--- src/rtl/dsl_pkg.sv ---
// Summary of operation
// - Bits taken only while frame sync low
// - Shift on falling clock, clock max 30 MHz
// - Host holds data stable at falling edge
// - Readback word shifted out on data out
// - Load low: channel updates at sync rise
// - Load high: only input register written
// - Load falling edge moves pending values out
// - One load edge updates all pending channels
// - Two address pins set board address
// - Avoid both address pins low with checking
// - Frame is 24 edges, 32 with checking
// - Data out changes after rising clock edges
package dsl_pkg;

    // ****************************************
    // Word layout
    // ****************************************
    localparam int WORD_BITS = 24;
    localparam int PEC_BITS = 8;
    localparam int FRAME_BITS = 24;
    localparam int FRAME_BITS_PEC = 32;
    localparam int SHIFT_BITS = 32;
    localparam int DATA_W = 16;
    localparam int CHANNELS = 4;
    localparam int RD_BIT = 23;
    localparam int ADDR_HI = 22;
    localparam int ADDR_LO = 21;
    localparam int CH_HI = 20;
    localparam int CH_LO = 19;
    localparam int DATA_HI = 15;
    localparam logic [23:0] RB_RESET = 24'h000000;

    // ****************************************
    // Timing
    // ****************************************
    localparam int SYS_PERIOD_NS = 25;
    localparam int SCLK_MAX_MHZ = 30;
    localparam int SCLK_MIN_HALF_CYC =
        (1000 + 2 * SCLK_MAX_MHZ * SYS_PERIOD_NS - 1) / (2 * SCLK_MAX_MHZ * SYS_PERIOD_NS);
    localparam int SDO_LOOP_CYC = 6;
    localparam int SCLK_HALF_CYC =
        (SDO_LOOP_CYC > SCLK_MIN_HALF_CYC) ? SDO_LOOP_CYC : SCLK_MIN_HALF_CYC;
    localparam int SYNC_GAP_NS = 5000;
    localparam int SYNC_GAP_CYC = (SYNC_GAP_NS + SYS_PERIOD_NS - 1) / SYS_PERIOD_NS;
    localparam int LOAD_LOW_NS = 10;
    localparam int LOAD_LOW_CYC_RAW = (LOAD_LOW_NS + SYS_PERIOD_NS - 1) / SYS_PERIOD_NS;
    localparam int LOAD_LOW_CYC = (LOAD_LOW_CYC_RAW < 1) ? 1 : LOAD_LOW_CYC_RAW;

    // ****************************************
    // Host sequencer states
    // ****************************************
    typedef enum logic [2:0] {
        H_IDLE = 3'h0,
        H_SETUP = 3'h1,
        H_LOW = 3'h3,
        H_HIGH = 3'h2,
        H_END = 3'h6,
        H_GAP = 3'h7,
        H_LOAD = 3'h4
    } dsl_host_state_e;

    // Falling edges per frame
    function automatic logic [5:0] frameBits(input logic packet_error_check);
        frameBits = packet_error_check ? 6'(FRAME_BITS_PEC) : 6'(FRAME_BITS);
    endfunction

    // Command word from the receive shift register
    function automatic logic [23:0] frameWord(input logic packet_error_check, input logic [31:0] sh);
        frameWord = packet_error_check ? sh[31:8] : sh[23:0];
    endfunction

endpackage

--- src/rtl/dsl_if.sv ---
`timescale 1ns/1ps
`default_nettype none
interface dsl_if;
    logic frameSyncN;
    logic serialClk;
    logic serialDataIn;
    logic serialDataOut;
    logic loadOutputsN;

    modport dev
    (
        input frameSyncN,
        input serialClk,
        input serialDataIn,
        input loadOutputsN,
        output serialDataOut
    );

    modport host
    (
        output frameSyncN,
        output serialClk,
        output serialDataIn,
        output loadOutputsN,
        input serialDataOut
    );
endinterface
`default_nettype wire

--- src/rtl/dsl_fifo.sv ---
`timescale 1ns/1ps
`default_nettype none
module dsl_fifo #(
    parameter int WIDTH = 24,
    parameter int DEPTH = 4
)
(
    // System
    input wire logic sys_clk,
    input wire logic nrst,
    // Fill side
    input wire logic inValid,
    output logic inReady,
    input wire logic [WIDTH-1:0] inData,
    // Drain side
    output logic outValid,
    input wire logic outReady,
    output logic [WIDTH-1:0] outData
);
    localparam int AW = (DEPTH > 1) ? $clog2(DEPTH) : 1;

    logic [WIDTH-1:0] mem [DEPTH];
    logic [AW-1:0] wrPtr_reg, wrPtr_next, rdPtr_reg, rdPtr_next;
    logic [AW:0] count_reg, count_next;
    logic push, pop;

    function automatic logic [AW-1:0] incPtr(input logic [AW-1:0] p);
        incPtr = (p == AW'(DEPTH - 1)) ? '0 : AW'(p + 1'b1);
    endfunction

    always_comb
    begin
        inReady = (count_reg != (AW + 1)'(DEPTH));
        outValid = (count_reg != '0);
        outData = mem[rdPtr_reg];
        push = inValid && inReady;
        pop = outValid && outReady;
        wrPtr_next = push ? incPtr(wrPtr_reg) : wrPtr_reg;
        rdPtr_next = pop ? incPtr(rdPtr_reg) : rdPtr_reg;
        count_next = count_reg;
        if (push && !pop)
        begin
            count_next = (AW + 1)'(count_reg + 1'b1);
        end
        else if (pop && !push)
        begin
            count_next = (AW + 1)'(count_reg - 1'b1);
        end
    end

    always_ff @(posedge sys_clk or negedge nrst)
    begin
        if (!nrst)
        begin
            wrPtr_reg <= '0;
            rdPtr_reg <= '0;
            count_reg <= '0;
        end
        else
        begin
            wrPtr_reg <= wrPtr_next;
            rdPtr_reg <= rdPtr_next;
            count_reg <= count_next;
        end
    end

    // Storage has no reset
    always_ff @(posedge sys_clk)
    begin
        if (push)
        begin
            mem[wrPtr_reg] <= inData;
        end
    end
endmodule
`default_nettype wire

--- src/rtl/dsl_host.sv ---
`timescale 1ns/1ps
`default_nettype none
module dsl_host #(
    parameter int HALF_CYC = dsl_pkg::SCLK_HALF_CYC,
    parameter int GAP_CYC = dsl_pkg::SYNC_GAP_CYC,
    parameter int FIFO_DEPTH = 4
)
(
    // System
    input wire logic sys_clk,
    input wire logic nrst,
    // Command stream
    input wire logic cmdValid,
    output logic cmdReady,
    input wire logic [23:0] cmdWord,
    // Load and mode control
    input wire logic holdLoad,
    input wire logic loadReq,
    input wire logic pecEnable,
    // Readback
    output logic rxValid,
    output logic [23:0] rxWord,
    output logic busy,
    // Serial link
    dsl_if.host link
);
    // ****************************************
    // Command buffer
    // ****************************************
    logic fifoValid, fifoPop;
    logic [23:0] fifoData;

    dsl_fifo #(.WIDTH(24), .DEPTH(FIFO_DEPTH)) cmdFifo
    (
        .sys_clk(sys_clk),
        .nrst(nrst),
        .inValid(cmdValid),
        .inReady(cmdReady),
        .inData(cmdWord),
        .outValid(fifoValid),
        .outReady(fifoPop),
        .outData(fifoData)
    );

    // ****************************************
    // Data out synchroniser
    // ****************************************
    logic sdoS1_reg, sdoS2_reg;

    always_ff @(posedge sys_clk or negedge nrst)
    begin
        if (!nrst)
        begin
            sdoS1_reg <= 1'b0;
            sdoS2_reg <= 1'b0;
        end
        else
        begin
            sdoS1_reg <= link.serialDataOut;
            sdoS2_reg <= sdoS1_reg;
        end
    end

    // ****************************************
    // Frame sequencer
    // ****************************************
    dsl_pkg::dsl_host_state_e state_reg, state_next;
    logic [15:0] timer_reg, timer_next;
    logic [5:0] bits_reg, bits_next;
    logic [31:0] tx_reg, tx_next, rx_reg, rx_next;
    logic pec_reg, pec_next;
    logic syncN_reg, syncN_next, sclk_reg, sclk_next, serial_data_in_reg, serial_data_in_next;
    logic loadN_reg, loadN_next, loadPend_reg, loadPend_next;
    logic rxValid_reg, rxValid_next, busy_reg, busy_next;
    logic [23:0] rxWord_reg, rxWord_next;
    logic loadTake;

    always_comb
    begin
        state_next = state_reg;
        timer_next = timer_reg;
        bits_next = bits_reg;
        tx_next = tx_reg;
        rx_next = rx_reg;
        pec_next = pec_reg;
        syncN_next = syncN_reg;
        sclk_next = sclk_reg;
        serial_data_in_next = serial_data_in_reg;
        loadN_next = loadN_reg;
        rxValid_next = 1'b0;
        rxWord_next = rxWord_reg;
        fifoPop = 1'b0;
        loadTake = 1'b0;
        case (state_reg)
            dsl_pkg::H_IDLE:
            begin
                if (holdLoad && loadPend_reg)
                begin
                    loadTake = 1'b1;
                    loadN_next = 1'b0;
                    timer_next = 16'(dsl_pkg::LOAD_LOW_CYC - 1);
                    state_next = dsl_pkg::H_LOAD;
                end
                else if (fifoValid)
                begin
                    fifoPop = 1'b1;
                    loadN_next = holdLoad;
                    tx_next = {fifoData, 8'h00};
                    pec_next = pecEnable;
                    syncN_next = 1'b0;
                    serial_data_in_next = fifoData[23];
                    bits_next = '0;
                    timer_next = 16'(HALF_CYC - 1);
                    state_next = dsl_pkg::H_SETUP;
                end
                else
                begin
                    loadN_next = holdLoad;
                end
            end
            dsl_pkg::H_SETUP, dsl_pkg::H_HIGH:
            begin
                if (timer_reg == '0)
                begin
                    // sample data out at falling edge
                    sclk_next = 1'b0;
                    rx_next = {rx_reg[30:0], sdoS2_reg};
                    bits_next = 6'(bits_reg + 1'b1);
                    timer_next = 16'(HALF_CYC - 1);
                    state_next = dsl_pkg::H_LOW;
                end
                else
                begin
                    timer_next = 16'(timer_reg - 1'b1);
                end
            end
            dsl_pkg::H_LOW:
            begin
                if (timer_reg == '0)
                begin
                    sclk_next = 1'b1;
                    timer_next = 16'(HALF_CYC - 1);
                    // stop after 24 or 32 edges
                    if (bits_reg == dsl_pkg::frameBits(pec_reg))
                    begin
                        state_next = dsl_pkg::H_END;
                    end
                    else
                    begin
                        // change data only while clock high
                        tx_next = {tx_reg[30:0], 1'b0};
                        serial_data_in_next = tx_reg[30];
                        state_next = dsl_pkg::H_HIGH;
                    end
                end
                else
                begin
                    timer_next = 16'(timer_reg - 1'b1);
                end
            end
            dsl_pkg::H_END:
            begin
                if (timer_reg == '0)
                begin
                    syncN_next = 1'b1;
                    rxValid_next = 1'b1;
                    rxWord_next = dsl_pkg::frameWord(pec_reg, rx_reg);
                    timer_next = 16'(GAP_CYC - 1);
                    state_next = dsl_pkg::H_GAP;
                end
                else
                begin
                    timer_next = 16'(timer_reg - 1'b1);
                end
            end
            dsl_pkg::H_GAP:
            begin
                if (timer_reg == '0)
                begin
                    state_next = dsl_pkg::H_IDLE;
                end
                else
                begin
                    timer_next = 16'(timer_reg - 1'b1);
                end
            end
            dsl_pkg::H_LOAD:
            begin
                if (timer_reg == '0)
                begin
                    loadN_next = 1'b1;
                    state_next = dsl_pkg::H_IDLE;
                end
                else
                begin
                    timer_next = 16'(timer_reg - 1'b1);
                end
            end
            default:
            begin
                state_next = dsl_pkg::H_IDLE;
            end
        endcase
        // New request wins over the take
        loadPend_next = (loadPend_reg && !loadTake) || loadReq;
        busy_next = (state_next != dsl_pkg::H_IDLE);
    end

    always_ff @(posedge sys_clk or negedge nrst)
    begin
        if (!nrst)
        begin
            state_reg <= dsl_pkg::H_IDLE;
            timer_reg <= '0;
            bits_reg <= '0;
            tx_reg <= '0;
            rx_reg <= '0;
            pec_reg <= 1'b0;
            syncN_reg <= 1'b1;
            sclk_reg <= 1'b1;
            serial_data_in_reg <= 1'b0;
            loadN_reg <= 1'b1;
            loadPend_reg <= 1'b0;
            rxValid_reg <= 1'b0;
            rxWord_reg <= '0;
            busy_reg <= 1'b0;
        end
        else
        begin
            state_reg <= state_next;
            timer_reg <= timer_next;
            bits_reg <= bits_next;
            tx_reg <= tx_next;
            rx_reg <= rx_next;
            pec_reg <= pec_next;
            syncN_reg <= syncN_next;
            sclk_reg <= sclk_next;
            serial_data_in_reg <= serial_data_in_next;
            loadN_reg <= loadN_next;
            loadPend_reg <= loadPend_next;
            rxValid_reg <= rxValid_next;
            rxWord_reg <= rxWord_next;
            busy_reg <= busy_next;
        end
    end

    assign link.frameSyncN = syncN_reg;
    assign link.serialClk = sclk_reg;
    assign link.serialDataIn = serial_data_in_reg;
    assign link.loadOutputsN = loadN_reg;
    assign rxValid = rxValid_reg;
    assign rxWord = rxWord_reg;
    assign busy = busy_reg;
endmodule
`default_nettype wire

--- src/flat_wrapper.sv ---
// flat-port wrapper written by rule: the top's interface ports become plain ports
module dsl_host_flat 
#(
    parameter int HALF_CYC = dsl_pkg::SCLK_HALF_CYC,
    parameter int GAP_CYC = dsl_pkg::SYNC_GAP_CYC,
    parameter int FIFO_DEPTH = 4
)
  (sys_clk, nrst, cmdValid, cmdReady, cmdWord, holdLoad, loadReq, pecEnable, rxValid, rxWord, busy, link_frameSyncN, link_serialClk, link_serialDataIn, link_loadOutputsN, link_serialDataOut);
  dsl_if link_i ();
  input wire logic sys_clk;
  input wire logic nrst;
  input wire logic cmdValid;
  output logic cmdReady;
  input wire logic [23:0] cmdWord;
  input wire logic holdLoad;
  input wire logic loadReq;
  input wire logic pecEnable;
  output logic rxValid;
  output logic [23:0] rxWord;
  output logic busy;
  output wire logic [$bits(link_i.frameSyncN)-1:0] link_frameSyncN;
  output wire logic [$bits(link_i.serialClk)-1:0] link_serialClk;
  output wire logic [$bits(link_i.serialDataIn)-1:0] link_serialDataIn;
  output wire logic [$bits(link_i.loadOutputsN)-1:0] link_loadOutputsN;
  input wire logic [$bits(link_i.serialDataOut)-1:0] link_serialDataOut;
  assign link_frameSyncN = link_i.frameSyncN;
  assign link_serialClk = link_i.serialClk;
  assign link_serialDataIn = link_i.serialDataIn;
  assign link_loadOutputsN = link_i.loadOutputsN;
  assign link_i.serialDataOut = link_serialDataOut;
  dsl_host #(.HALF_CYC(HALF_CYC), .GAP_CYC(GAP_CYC), .FIFO_DEPTH(FIFO_DEPTH)) u_core (.sys_clk(sys_clk), .nrst(nrst), .cmdValid(cmdValid), .cmdReady(cmdReady), .cmdWord(cmdWord), .holdLoad(holdLoad), .loadReq(loadReq), .pecEnable(pecEnable), .rxValid(rxValid), .rxWord(rxWord), .busy(busy), .link(link_i));
endmodule
--- config.mk ---
export PLATFORM = sky130hd
export DESIGN_NAME = dsl_host_flat
export DESIGN_NICKNAME = d
export VERILOG_FILES = /design/src/rtl/dsl_pkg.sv /design/src/rtl/dsl_if.sv /design/src/rtl/dsl_fifo.sv /design/src/rtl/dsl_host.sv /design/src/flat_wrapper.sv
export SDC_FILE = /design/constraint.sdc
export NUM_CORES = 1
export LEC_CHECK = 0
export BUFFER_PORTS_ARGS = -buffer_cell sky130_fd_sc_hd__buf_2
export CAP_MARGIN = 20
export CORE_MARGIN = 3
export CORE_UTILIZATION = 60
export DETAILED_ROUTE_END_ITERATION = 12
export HOLD_SLACK_MARGIN = 0.08
export PLACE_DENSITY = 0.79
export SLEW_MARGIN = 20
export SYNTH_ARGS = -nofsm -noshare
export SYNTH_HDL_FRONTEND = slang
export SYNTH_HIERARCHICAL = 1
export SYNTH_SLANG_ARGS = --single-unit
--- constraint.sdc ---
create_clock -name sys_clk -period 3.56 [get_ports sys_clk]
set_input_delay 0.712 -clock sys_clk [delete_from_list [all_inputs] [get_ports sys_clk]]
set_output_delay 0.712 -clock sys_clk [all_outputs]
set_load 0.03 [all_outputs]
==> metrics <==
status=finished clean; Adder-Cell Fraction of Synth Area=0.0163; most frequent cells in the layout=dfrtp_1 (118), edfxtp_1 (96), buf_2 (60); Ports=slightly above 60; CP startpoint kind=register; Clk Latency, worst-skew pair=around 0.50 ns; asr flop ratio synth=0.558; top_reg_cell synth=dfrtp_1; period utilization=0.787; synth unique cells=67; placed insts=slightly below 900; Antenna Cells=0; clock-pin slew on the worst setup and hold paths=roughly 0.06 ns; crit end category=register; Power Density=531 mW/mm^2; antenna viol nets, final=0; CTS tree=built; drt pass-1 iters=5; Via density=slightly below 6; Slew @ Worst Pin=between 0.8 and 0.9 ns; die area=about 0.017 mm^2; Slew Viols, Final=0; Syn Nets=approximately 670; Finish-stage setup viols=0; die span in x=between 100 and 150 um; Final TNS setup=0 ns; cts repair resizes=0; hold buffers post-CTS=0; Vias=5366; CP Data Required Time=between 3 and 4 ns; mux contribution to synthesized area=0.195; most common cell after layout, fill and taps aside=dfrtp_1; clk root buf=clkbuf_16; Synth Area in Simple Gates=0.0723; Tot GR Track Use=0.201; Crit Path Max Fanout=23; Syn Std Cell Area=approximately 0.0095 mm^2; yosys warns=6; Post-synth EDFFs=between 90 and 100; TritonCTS Buffers=23; Worst Clk Skew=about 0.017 ns; Post-Synth XOR/XNOR Area=0.00736; DRT Wirelength=about 17000 um; Initial Util=0.619; dpl hpwl=between 10000 and 15000 um; sequential-to-total area share from yosys stat=0.622; syn avg cell area=about 15 um^2; buffers inserted by post-CTS timing repair=0; grt total ovfl=0; met1 Use GR=0.266; largest family of logic cells by synthesized area=multiplexers; gpl congestion=0.771; Synth Area in Compound Gates=0.0588; CP Data Arrival Time=3.18 ns; DRC violations left=0; grt peak-use layer=met2; Die Ht=around 130 um; fmax=357 MHz; nets@finish=around 740; Final Util=0.695; Rows=45; dpl ws=between 0.7 and 0.8 ns; first-pass GRT wire length=between 20000 and 30000 um; final hold vios=0; MaxCap Viol Count=0; Largest register FFs=96; GR Layer Usage met3=0.0324; WL/cell=18.3 um; met2 layer usage reported by global route=0.351; Post-Synthesis Cells=approximately 630; Peak VDD IR=~500 uV; Hold WC Path Type=primary input to asynchronous set/reset pin; vias in the first global route=about 5700; kind of critical path=register to register; number of port buffers=61; H-tree Lvls=1; Final min period=2.80 ns; fin worst setup slack=0.758 ns; Initial DRC Count=around 450; # clock sinks=217; Core Box Area=0.0154 mm^2; Area Overhead vs Synth=12.3%; layout cell share with drive strength beyond 1=0.326; clk buf depth=3; final total power=5.67 mW; largest net degree at the start of global routing=between 60 and 70; RSZ-0062 raised after global routing=false; number of synthesized register bits=217; Max transition margin=0.451; Post-Layout Cell Count=slightly above 900; antenna violations before repair=1; Leak=approximately 4.4 nW
## stage by stage
step	cell area [um^2]	hold WS [ns]
6_report	10700	0.302
5_1_grt	10700	0.288
4_1_cts	10700	0.289
3_5_place_dp	9970	0.347
3_3_place_gp	9970	0.339
2_1_floorplan	9520	0.331
## where the power goes
group / switching [mW] / internal, mW / total (mW)
logic: 0.286 / 0.194 / 0.481
clock network: 0.907 / 1.31 / 2.22
registers: 0.0790 / 2.90 / 2.97
## path summary, 6_finish.rpt
path	startpoint	to	slack, ns	cells after the start
max	u_core/timer_reg[0]	u_core/tx_reg[23]	0.76	7
min	nrst	u_core/timer_reg[12]	0.30	1
max reg2reg	u_core/timer_reg[0]	u_core/tx_reg[23]	0.76	7
min reg2reg	u_core/sdoS1_reg	u_core/sdoS2_reg	0.36	0
max in group asynchronous	nrst	u_core/rx_reg[28]	2.28	2
min in group sys_clk	link_serialDataOut	u_core/sdoS1_reg	0.31	1
## critical path, stage by stage (launching register included)
cell     delay (ns)
dfrtp_1        0.42
inv_1          0.13
ha_1           0.16
nor4b_2        0.33
and4_4         0.46
a31oi_2        0.19
nor2_4         0.57
mux2_2         0.42
## synthesized netlist by cell type (8+ instances only)
master / n / area, um^2
mux4_2: 18 / 405
a21oi_1: 36 / 180
mux2_4: 26 / 390
inv_1: 11 / 41.3
dfrtp_1: 118 / 2950
nor3_1: 8 / 40.0
nand2_1: 23 / 86.3
mux2_2: 57 / 642
and2_1: 8 / 50.1
o21ai_0: 15 / 75.1
ha_1: 10 / 125
nor2_1: 46 / 173
buf_2: 12 / 60.1
edfxtp_1: 96 / 2880
mux2i_1: 26 / 260
## cells by family (layout without fill, tap and decap cells)
group,count (synthesis),count (layout)
compound gates,86,86
flops,217,217
mux,133,133
xor+xnor,8,8
simple gates,126,126
fa+ha+maj,12,12
buf+inv,43,130
## final cells by class
class | count | area [um^2]
Clock buffer | 31 | 626
Clock inverter | 11 | 87.6
Fill cell | 1046 | 4690
Inverter | 13 | 48.8
Multi-Input combinational cell | 365 | 3330
Sequential cell | 217 | 5910
Tap cell | 211 | 264
Timing Repair Buffer | 75 | 413
## per-layer routing
metal,part of all wire,up-vias
met4,0.016,2
met1,0.43,2725
met5,0.00053,-
met3,0.043,25
met2,0.51,128
li1,-,2486
Note: power is estimated with default switching activity, not from simulation.
